## config.mk

```make
export PLATFORM = sky130hd
export DESIGN_NAME = motor_fault_supervisor
export DESIGN_NICKNAME = d
export VERILOG_FILES = /design/src/hw/motor_fault_pkg.sv /design/src/hw/motor_fault_supervisor.sv
export SDC_FILE = /design/constraint.sdc
export NUM_CORES = 2
export LEC_CHECK = 0
export ABC_CLOCK_PERIOD_IN_PS = 37000
export BUFFER_PORTS_ARGS = -buffer_cell sky130_fd_sc_hd__buf_4
export CAP_MARGIN = 30
export CORE_AREA = 4 4 255 257
export CTS_BUF_LIST = sky130_fd_sc_hd__clkbuf_16
export DETAILED_ROUTE_END_ITERATION = 10
export DIE_AREA = 0 0 259 261
export PLACE_DENSITY_LB_ADDON = 0.2
export RECOVER_POWER = 25
export SYNTH_ARGS = -nofsm -noshare
export SYNTH_HDL_FRONTEND = slang
export SYNTH_SLANG_ARGS = --single-unit
```

## constraint.sdc

```tcl
create_clock -name clk_sys -period 37 [get_ports clk_sys]
set_input_delay 5.55 -clock clk_sys [delete_from_list [all_inputs] [get_ports clk_sys]]
set_output_delay 5.55 -clock clk_sys [all_outputs]
set_load 0.05 [all_outputs]
```

## src/hw/motor_fault_pkg.sv

```systemverilog
package motor_fault_pkg;
   localparam int VW = 16;
   localparam int CW = 8;
   localparam logic [VW-1:0] VDS_TH_0 = 16'h01F4;
   localparam logic [VW-1:0] VDS_TH_1 = 16'h02EE;
   localparam logic [VW-1:0] VDS_TH_2 = 16'h03E8;
   localparam logic [VW-1:0] VDS_TH_3 = 16'h05DC;
   localparam logic [6:0] PCT_FULL = 7'h64;
   localparam logic [CW-1:0] ZERO_CMD = 8'h00;
   localparam int DR_STEP = 1;
   typedef enum logic [2:0] {
      ST_STANDBY = 3'b000,
      ST_WINDMILL = 3'b001,
      ST_OPEN_LOOP = 3'b010,
      ST_CLOSED_LOOP = 3'b011,
      ST_STALL_WAIT = 3'b100,
      ST_STALL_RETRY = 3'b101,
      ST_STALL_HELD = 3'b110,
      ST_SHORT = 3'b111
   } sup_state_t;
endpackage

```

## src/hw/motor_fault_supervisor.sv

```systemverilog
`timescale 1ns/1ps
module motor_fault_supervisor
   import motor_fault_pkg::*;
(
   input wire logic clk_sys,
   input wire logic rst_n,
   input wire logic loop_tick,
   input wire logic [2:0] high_on,
   input wire logic [2:0] low_on,
   input wire logic [VW-1:0] vds_high [3],
   input wire logic [VW-1:0] vds_low [3],
   input wire logic [1:0] fet_drop_threshold_sel,
   input wire logic short_protect_en,
   input wire logic brake_in_n,
   input wire logic [CW-1:0] speed_command,
   input wire logic [CW-1:0] command_off_level,
   input wire logic [CW-1:0] command_on_level,
   input wire logic [1:0] stall_method_sel,
   input wire logic signed [VW-1:0] est_freq,
   input wire logic [VW-1:0] stall_min_freq,
   input wire logic signed [VW-1:0] est_vq,
   input wire logic signed [VW-1:0] vq_upper_limit,
   input wire logic signed [VW-1:0] vq_lower_limit,
   input wire logic [CW-1:0] vq_excursion_time,
   input wire logic signed [VW-1:0] est_backemf,
   input wire logic signed [VW-1:0] stall_min_backemf,
   input wire logic [3:0] restart_attempt_limit,
   input wire logic [CW-1:0] restart_wait_time,
   input wire logic [CW-1:0] stall_blank_time,
   input wire logic no_motor_detect,
   input wire logic ramp_done,
   input wire logic start_done,
   input wire logic supply_clamp_en,
   input wire logic [VW-1:0] supply_voltage,
   input wire logic [VW-1:0] supply_clamp_level,
   input wire logic [CW-1:0] supply_clamp_command,
   input wire logic [VW-1:0] supply_current,
   input wire logic [VW-1:0] max_current,
   input wire logic [6:0] q_current_cap,
   input wire logic [6:0] power_cap,
   input wire logic [2*VW-1:0] max_power,
   input wire logic signed [VW-1:0] iq_ref_in,
   output logic signed [VW-1:0] iq_ref_out,
   output logic [CW-1:0] motor_command,
   output logic bridge_enable,
   output logic brake_low_side,
   output logic fault_out_n,
   output logic fet_short_fault,
   output logic stall_fault_flag,
   output logic stall_held_flag,
   output logic supply_clamp_mode,
   output logic [2:0] control_mode_word,
   output logic start_request
);
   sup_state_t state_r, state_nxt;
   logic short_r;
   logic stall_flag_r, held_r, clamp_r;
   logic [CW-1:0] vq_cnt_r, wait_cnt_r, blank_cnt_r, cmd_r;
   logic [3:0] tries_r;
   logic [VW-1:0] derate_r;
   logic signed [VW-1:0] iq_r;
   logic blank_done_r;

   logic [VW-1:0] vds_th;
   logic [2:0] hs_trip, ls_trip;
   logic short_hit, cmd_off, cmd_on;
   logic [VW-1:0] abs_freq, abs_bemf, abs_bemf_th;
   logic vq_out, vq_stall, freq_stall, bemf_stall, method_stall;
   logic stall_now, stall_seen, retries_left, wait_over;
   logic [VW+6:0] cap_prod;
   logic [VW-1:0] iq_cap;
   logic [2*VW-1:0] power_now;
   logic [2*VW+6:0] pcap_prod;
   logic [2*VW-1:0] pcap;
   logic over_power;
   logic signed [VW:0] iq_mag;
   logic [VW-1:0] iq_lim;
   logic iq_clip, retry_go, clamp_up, clamp_down;
   logic derate_up, derate_down;
   logic short_nxt, stall_flag_nxt, held_nxt;
   logic brake_meta_r, brake_sync_r;

   assign vds_th = (fet_drop_threshold_sel == 2'h0) ? VDS_TH_0 :
                   (fet_drop_threshold_sel == 2'h1) ? VDS_TH_1 :
                   (fet_drop_threshold_sel == 2'h2) ? VDS_TH_2 :
                   VDS_TH_3;
   genvar g;
   generate
      for (g = 0; g < 3; g++) begin : g_ph
         assign hs_trip[g] = high_on[g] && (vds_high[g] > vds_th);
         assign ls_trip[g] = low_on[g] && (vds_low[g] > vds_th);
      end
   endgenerate
   assign short_hit = short_protect_en && loop_tick
      && (|hs_trip || |ls_trip);
   assign cmd_off = speed_command < command_off_level;
   assign cmd_on = speed_command > command_on_level;

   assign abs_freq = est_freq[VW-1] ? VW'(-est_freq) : VW'(est_freq);
   assign abs_bemf = est_backemf[VW-1] ? VW'(-est_backemf)
      : VW'(est_backemf);
   assign abs_bemf_th = stall_min_backemf[VW-1] ? VW'(-stall_min_backemf)
      : VW'(stall_min_backemf);
   assign freq_stall = abs_freq < stall_min_freq;
   assign bemf_stall = abs_bemf < abs_bemf_th;
   assign vq_out = (est_vq < vq_lower_limit) || (est_vq > vq_upper_limit);
   assign vq_stall = vq_out && (vq_cnt_r > vq_excursion_time);
   assign method_stall = (stall_method_sel == 2'h1) ? freq_stall :
                         (stall_method_sel == 2'h2) ? vq_stall :
                         (stall_method_sel == 2'h3) ? bemf_stall :
                         1'b0;
   assign stall_now = method_stall || no_motor_detect;
   assign stall_seen = loop_tick && (state_r == ST_CLOSED_LOOP)
      && blank_done_r && stall_now;
   assign retries_left = tries_r < restart_attempt_limit;
   assign wait_over = wait_cnt_r >= restart_wait_time;
   assign retry_go = (state_r == ST_STALL_WAIT)
      && (state_nxt == ST_STALL_RETRY);
   assign clamp_up = supply_voltage > supply_clamp_level;
   assign clamp_down = supply_voltage < supply_clamp_level;
   assign short_nxt = (state_nxt == ST_SHORT);
   assign stall_flag_nxt = (state_nxt == ST_STALL_WAIT)
      || (state_nxt == ST_STALL_RETRY)
      || (state_nxt == ST_STALL_HELD);
   assign held_nxt = (state_nxt == ST_STALL_HELD);

   assign cap_prod = max_current * q_current_cap;
   assign iq_cap = VW'(cap_prod / PCT_FULL);
   assign power_now = supply_voltage * supply_current;
   assign pcap_prod = max_power * power_cap;
   assign pcap = (2*VW)'(pcap_prod / PCT_FULL);
   assign over_power = power_now > pcap;
   assign iq_lim = (iq_cap > derate_r) ? VW'(iq_cap - derate_r) : '0;
   assign iq_mag = iq_ref_in[VW-1] ? -(VW+1)'(iq_ref_in)
      : (VW+1)'(iq_ref_in);
   assign iq_clip = iq_mag > (VW+1)'(iq_lim);
   assign derate_up = over_power && (derate_r < iq_cap);
   assign derate_down = !over_power && (derate_r != '0);

   always_comb begin
      state_nxt = state_r;
      case (state_r)
         ST_STANDBY: begin
            if (cmd_on) state_nxt = ST_WINDMILL;
         end
         ST_WINDMILL: begin
            state_nxt = ST_OPEN_LOOP;
         end
         ST_OPEN_LOOP: begin
            if (ramp_done) state_nxt = ST_CLOSED_LOOP;
         end
         ST_CLOSED_LOOP: begin
            if (stall_seen) state_nxt = ST_STALL_WAIT;
            else if (cmd_off) state_nxt = ST_STANDBY;
         end
         ST_STALL_WAIT: begin
            if (!stall_now) state_nxt = ST_STANDBY;
            else if (!retries_left) state_nxt = ST_STALL_HELD;
            else if (wait_over) state_nxt = ST_STALL_RETRY;
         end
         ST_STALL_RETRY: begin
            if (!stall_now) state_nxt = ST_STANDBY;
            else if (start_done) state_nxt = ST_STALL_WAIT;
         end
         ST_STALL_HELD: begin
            if (cmd_off) state_nxt = ST_STANDBY;
         end
         ST_SHORT: begin
            if (cmd_off) state_nxt = ST_STANDBY;
         end
         default: state_nxt = ST_STANDBY;
      endcase
      if (short_hit) state_nxt = ST_SHORT;
   end

   always_ff @(posedge clk_sys) begin
      if (!rst_n) begin
         state_r <= ST_STANDBY;
      end else begin
         state_r <= state_nxt;
      end
   end

   always_ff @(posedge clk_sys) begin
      if (!rst_n) begin
         short_r <= 1'b0;
         stall_flag_r <= 1'b0;
         held_r <= 1'b0;
      end else begin
         short_r <= short_nxt;
         stall_flag_r <= stall_flag_nxt;
         held_r <= held_nxt;
      end
   end

   always_ff @(posedge clk_sys) begin
      if (!rst_n) begin
         tries_r <= '0;
         wait_cnt_r <= '0;
      end else if (state_r == ST_CLOSED_LOOP || state_r == ST_STANDBY) begin
         tries_r <= '0;
         wait_cnt_r <= '0;
      end else if (state_r == ST_STALL_WAIT) begin
         if (retry_go) begin
            tries_r <= tries_r + 4'h1;
            wait_cnt_r <= '0;
         end else if (loop_tick && !wait_over) begin
            wait_cnt_r <= wait_cnt_r + CW'(DR_STEP);
         end
      end
   end

   always_ff @(posedge clk_sys) begin
      if (!rst_n) begin
         vq_cnt_r <= '0;
         blank_cnt_r <= '0;
         blank_done_r <= 1'b0;
      end else if (state_r != ST_CLOSED_LOOP) begin
         vq_cnt_r <= '0;
         blank_cnt_r <= '0;
         blank_done_r <= 1'b0;
      end else if (loop_tick) begin
         if (!vq_out) vq_cnt_r <= '0;
         else if (vq_cnt_r != '1) vq_cnt_r <= vq_cnt_r + CW'(DR_STEP);
         if (blank_cnt_r >= stall_blank_time) blank_done_r <= 1'b1;
         else blank_cnt_r <= blank_cnt_r + CW'(DR_STEP);
      end
   end

   always_ff @(posedge clk_sys) begin
      if (!rst_n) begin
         clamp_r <= 1'b0;
         cmd_r <= ZERO_CMD;
         derate_r <= '0;
         iq_r <= '0;
      end else if (loop_tick) begin
         if (!supply_clamp_en) clamp_r <= 1'b0;
         else if (clamp_up) clamp_r <= 1'b1;
         else if (clamp_down) clamp_r <= 1'b0;
         cmd_r <= clamp_r ? supply_clamp_command : speed_command;
         if (derate_up) begin
            derate_r <= derate_r + VW'(DR_STEP);
         end else if (derate_down) begin
            derate_r <= derate_r - VW'(DR_STEP);
         end
         if (iq_clip) begin
            iq_r <= iq_ref_in[VW-1] ? -$signed(iq_lim) : $signed(iq_lim);
         end else begin
            iq_r <= iq_ref_in;
         end
      end
   end

   // Brake input is a pin: two flops before use
   always_ff @(posedge clk_sys) begin
      if (!rst_n) begin
         brake_meta_r <= 1'b1;
         brake_sync_r <= 1'b1;
      end else begin
         brake_meta_r <= brake_in_n;
         brake_sync_r <= brake_meta_r;
      end
   end

   assign iq_ref_out = iq_r;
   assign motor_command = cmd_r;
   assign bridge_enable = (state_r == ST_WINDMILL)
      || (state_r == ST_OPEN_LOOP) || (state_r == ST_CLOSED_LOOP)
      || (state_r == ST_STALL_RETRY);
   assign fault_out_n = !(short_r || stall_flag_r);
   assign brake_low_side = short_r && !brake_sync_r;
   assign fet_short_fault = short_r;
   assign stall_fault_flag = stall_flag_r;
   assign stall_held_flag = held_r;
   assign supply_clamp_mode = clamp_r;
   assign control_mode_word = state_r;
   assign start_request = (state_r == ST_STALL_RETRY);
endmodule

```

* Word level (Yosys, flattened, before mapping)
Index checks and enable logic that the tools add are counted.
** Word-level totals
- Input port bits :: 413
- Logic and storage cells :: 158
- Output and inout bits :: 35
- Bits in registers :: 78
** Operators by class
- Div/mod/pow operators :: 2
- $add $sub $neg :: 12
- $mul :: 3
- Mux-type cells :: 34
- Reductions and logical operators :: 48
- Bitwise operators :: 2
- Equality and inequality tests :: 20
- Order comparisons :: 22
** Operators by type and width (count)
- $mux W16 :: 8
- $gt A16 B11 Y1 :: 6
- $lt A16 B16 Y1 :: 5
- $neg A16 Y16 :: 4
- $gt A16 B16 Y1 :: 3
- $mux W8 :: 5
- $div A39 B7 Y39 const B :: 1
- $mul A32 B7 Y39 :: 1
- $mux W11 :: 3
- $gt A32 B32 Y1 :: 1
- $mul A16 B16 Y32 :: 1
- $mux W3 :: 10
- $add A8 B1 Y8 const B :: 3
- $eq A3 B3 Y1 const B :: 8
- $div A23 B7 Y23 const B :: 1
- $mul A16 B7 Y23 :: 1
- $pmux W3 S7 :: 1
- $gt A17 B16 Y1 :: 1
- $logic_and A1 B1 Y1 :: 17
- $mux W17 :: 1
- $neg A16 Y17 :: 1
- $add A16 B1 Y16 const B :: 1
- $ge A8 B8 Y1 :: 2
- $gt A8 B8 Y1 :: 2
- other kinds (24) :: 56

* Longest topological paths before layout
- Depth after elaboration :: 15
- Gate-level depth with buffers :: 137
- Gate-level depth less buffers :: 120

* Worst setup path before layout
Ideal clock, no wire load.
- Path kind :: input -> register
- Start point :: input power_cap[5]
- End point :: register derate_r[15]
- Library setup time :: 0.076 ns
- Stages on the path :: 126
- Required time :: 36.924 ns
- Path slack :: 4.921 ns
- Data arrival time :: 32.003 ns
- Path buffers :: 11
- Path through :: clkbuf_1 and2_1 fa_1 inv_1 fa_1 inv_1 fa_1 inv_1 fa_1 inv_1 ha_1 buf_2 nand4_1 nor4_1 nand2_1 a211o_1 a31oi_1 or2_1 (+90 left out) ha_1 a21o_1 a21o_1 a21o_1 a21oi_1 o21bai_1 a21oi_1 o21bai_1 a21oi_1 o21bai_1 a21oi_1 o21bai_1 a21oi_1 o21bai_1 a21oi_1 xor2_1 or3_1 a21boi_0
** On the way
- Word-level cells in the longest chain between the ends :: 7
- Elaborated cells between the ends (all ways) :: 9
- Classes of those cells :: mul (1); div (1); order compare (1); mux (1); reduce/logical (5)
** RTL lines
- start, declared :: line motor_fault_supervisor.sv:40 : input wire logic [6:0] power_cap,
- $mul A32 B7 Y39 (*) :: line motor_fault_supervisor.sv:130 : assign pcap_prod = max_power * power_cap;
- $div A39 B7 Y39 (*) :: line motor_fault_supervisor.sv:131 : assign pcap = (2*VW)'(pcap_prod / PCT_FULL);
- $gt A32 B32 Y1 (*) :: line motor_fault_supervisor.sv:132 : assign over_power = power_now > pcap;
- $logic_not A1 Y1 :: line motor_fault_supervisor.sv:138 : assign derate_down = !over_power && (derate_r != '0);
- $logic_and A1 B1 Y1 :: line motor_fault_supervisor.sv:138
- $reduce_bool A2 Y1 (no line)
- $reduce_and A2 Y1 (no line)
- end signal, assigned :: line motor_fault_supervisor.sv:242 : derate_r <= derate_r + VW'(DR_STEP);
- end signal, assigned :: line motor_fault_supervisor.sv:244 : derate_r <= derate_r - VW'(DR_STEP);
- end, declared :: line motor_fault_supervisor.sv:60 : logic [VW-1:0] derate_r;
Mark *: on every way between the ends. The rest lies on a longest branch, timed or not.
A chain may end at the register's enable or synchronous reset.

* Worst setup path in the final report
Ends and elaborated chain as after synthesis.

==> run summary <==
The tools report the origin of the critical flop-to-flop path as derate_r[0]. Max-slew headroom at the worst pin: -31.1%. Summed over all layers, the routed wires come to 107,000 microns. The die width is 259 microns. The H-tree was split into 3 levels.

The post-route fraction of the period consumed by the critical path is 95.1%. Of the cells placed in the final design, the portion with a size suffix greater than 1 is 12.5%. For the final database, setup skew stands at 0.00728 ns. The number of buffers created by CTS is 9. The number of slew-limit violations in the final report is 49.

The global-route wire length before repair is 177,000 microns, and the clock latency on the worst-skew pair is 0.36 ns. In the routed design, unresolved DRC markers number 0. After synthesis the netlist holds a flip-flop and latch count of 78. The via count of the first global-routing pass was 36,000.

Global routing consumed, over all layers together, 30.9% of the routing resources. The worst setup path is launched from an input port. Starting DRC count in detailed routing: 2,702. The class of the tightest hold or removal check is flip-flop to flip-flop.

Counting tap cells, the placed design contains a total of 6,186 instances. For this block, the via count after detailed routing is 37,300. The fraction of synthesis flops using an asynchronous set or reset pin works out to 0%.

The worst-case clock buffer depth was 2. The core region is 0.0627 sq mm. The tools report the destination of the worst register-to-register timing path as iq_ref_out[11]. The cell sitting at the root of the clock tree is a clkbuf_16. The tools report the number of top-level pins as 448. Setup violations remaining at the end of the flow were counted as 0. The run gives 0 as the remaining global-route overflow.

The clock period minus worst slack was 35.20 ns; the routed via count divided by cell count was 6.00. Synthesis produced a netlist with a net count of 6,328. The initial antenna violation count was 1; the count of clock tree sinks was 78. Leading cell type in the layout, fill and taps excluded: inv_1. Data on the critical path is required at its endpoint by 37.28 ns. Along the worst path, the maximum fanout reaches 32. Ranked by total cell area, the synthesized netlist is headed by fa_1 21%, ha_1 15%, inv_1 5.9%.

The flow ran to the end, but the final reports show violations. The number of cells traversed by the worst register-to-register path was 36; the summed instance area of the synthesized netlist was 0.0393 sq mm. The logs give 6,213 for the final non-filler cell total and 29.49 ns for the worst-case register-to-register setup slack. Measured on the finished design, the core utilization comes to 69.9%. The run gives 62.7% as the initial core utilization.

From bottom edge to top edge, the die measures 261 microns. Relative to the synthesized area, the layout overhead comes to 11.4%. Buffers placed on the I/O ports in this run total 447. The slowest stage cell on the critical path was or4_1. Yosys printed 0 warnings.

The floorplan has 92 rows. The congestion estimate from routability-driven global placement came to 0.969. Worst endpoint data arrival time: 35.48 ns. The number of violations of the max-capacitance limit is 1.

Counting stages on the worst path, the most repeated cell is a21oi_1. Clock-pin slew was measured on the worst setup and hold paths at 0.07 ns. Following the worst setup path forward leads to its endpoint at derate_r[15]. A synthesized cell averages 7.80 sq um. The tools report the number of nets still failing antenna checks after routing as 0. The logs give 49 for the maximum number of pins on one net before global-route repair and 88,600 microns for the half-perimeter wire length of the detailed placement result. Counting flops with a built-in enable in the synthesized netlist gives 0. The transition time at the pin with the least slew margin is 1.97 ns. The run gives 0.407 ns as the worst hold slack.

Tracing the worst setup path back leads to its startpoint at power_cap[5]. The portion of synthesized cell area occupied by the leading cell type works out to 21.1%. The startpoint-to-endpoint class of the critical path was input port to flip-flop. The register area share after synthesis came out at 3.97%.

TritonCTS built the clock tree. The biggest area contributor in the post-synthesis netlist is fa_1. Once placement finished, the instance area stood at 0.0432 sq mm. In this design, the stage delay of the slowest critical-path cell is 0.57 ns. Hold violation count in the final report: 0. In the layout the commonest cells are 620 x inv_1, 575 x nand2_1, 460 x ha_1, 449 x buf_4, 414 x fa_1. The detail-routed net length per standard cell came out at 17.3 microns. The tools report the element type at the critical path end as a flip-flop. The run gives 6,647 as the final layout net count. Derived from the worst setup path, the maximum achievable clock frequency is 0.0284 GHz. The netlist uses 144 different library cells. Number of cells produced by synthesis: 5,041. Among all flip-flop cells after synthesis, the most frequent one is dfxtp_1.

The first TritonRoute pass finished after 6 iterations. Once layout is done, the placed cells without fillers occupy 0.0438 sq mm. The checks that failed: capacitance limit, slew limit.

For the die outline area, the log shows 0.0676 sq mm.
-- worst min path at each step --
stage,startpoint,endpoint,slack [ns],cells past startpoint
2_1_floorplan,brake_meta_r,brake_sync_r,0.39,1
3_3_place_gp,brake_meta_r,brake_sync_r,0.40,1
3_5_place_dp,brake_meta_r,brake_sync_r,0.39,1
4_1_cts,brake_meta_r,brake_sync_r,0.41,1
5_1_grt,brake_meta_r,brake_sync_r,0.43,1
6_report,brake_meta_r,brake_sync_r,0.41,1
-- worst max-delay path: cells and delay by family --
kind                       cells  cell delay [ns]
AOI/OAI and AO/OA             64            15.07
xor gates and xnor gates       5             1.16
buffers and inverters          5             0.71
and+or+nand+nor               32             8.37
adders and majority gates      7             2.88
muxes                          4             1.65
-- Yosys cell counts (all sizes together), types with 12 or more instances --
| library cell | number |
|---|---|
| inv | 622 |
| nand2 | 578 |
| ha | 460 |
| fa | 414 |
| and2 | 326 |
| a21oi | 286 |
| o21ai | 277 |
| nor2 | 253 |
| xnor2 | 202 |
| clkbuf | 108 |
| xor2 | 93 |
| nor2b | 91 |
| nand3 | 89 |
| nor3 | 88 |
| nand2b | 80 |
| dfxtp | 78 |
| a21o | 73 |
| nand4 | 71 |
| mux2i | 55 |
| buf | 54 |
| o21a | 52 |
| a211oi | 45 |
| or3 | 40 |
| a31oi | 38 |
| o211ai | 38 |
| or2 | 36 |
| and3 | 35 |
| nor4 | 31 |
| o31ai | 29 |
| o21bai | 25 |
| a21boi | 22 |
| o22ai | 22 |
| o211a | 21 |
| a2111oi | 15 |
| a22oi | 15 |
| mux2 | 15 |
| or4 | 14 |
| a211o | 13 |
| a221oi | 13 |
| o2111ai | 13 |
| o31a | 13 |
| a31o | 12 |
-- per-stage QoR --
stage	setup WS [ns]	TNS (ns)
floorplan	4.92	0
global placement	1.27	0
detailed placement	0.536	0
CTS	0.796	0
global route	-0.0780	-0.0780
finish	1.80	0
-- logic make-up after synthesis --
kind of cell | count (synthesis) | synth area share, %
AOI/OAI and AO/OA | 1159 | 20.7
adders and majority gates | 884 | 36.0
xor gates and xnor gates | 295 | 6.80
DFF | 78 | 3.97
buffers and inverters | 784 | 7.68
and+or+nand+nor | 1771 | 23.0
muxes | 70 | 1.91
-- repair_timing --
item                                    CTS  global route
setup buffers                             0             8
resized for setup                         0            59
hold buffers                              0             0
hold endpoints to repair                  0             0
endpoints found under the setup margin    0            16
-- cell type report --
type	instances	area, sq um
Tap cell	846	1060
Fill cell	5277	18900
Clock inverter	7	75.1
Sequential cell	78	1560
Timing Repair Buffer	470	3470
Multi-Input combinational cell	4179	35100
Inverter	622	2330
Clock buffer	9	225
Antenna cell	2	5.00
-- metal layers --
| layer | track usage (%) | routed length (microns) | up-vias |
|---|---|---|---|
| li1 | - | - | 18000 |
| met1 | 42.7 | 46500 | 17800 |
| met2 | 52.6 | 51400 | 1342 |
| met3 | 3.94 | 7220 | 157 |
| met4 | 6.64 | 2220 | 0 |
| met5 | 0 | 0 | - |
-- sequential cells by signal (all words and copies together) (netlist names) --
name	flops
wait_cnt_r	8
blank_done_r	1
brake_meta_r	1
blank_cnt_r	8
stall_held_flag	1
supply_clamp_mode	1
brake_sync_r	1
stall_fault_flag	1
control_mode_word	3
tries_r	4
iq_ref_out	16
motor_command	8
vq_cnt_r	8
derate_r	16
fet_short_fault	1
Power is not shown: default switching activity piles up to over one toggle a cycle in this logic, so the estimate is an artifact.
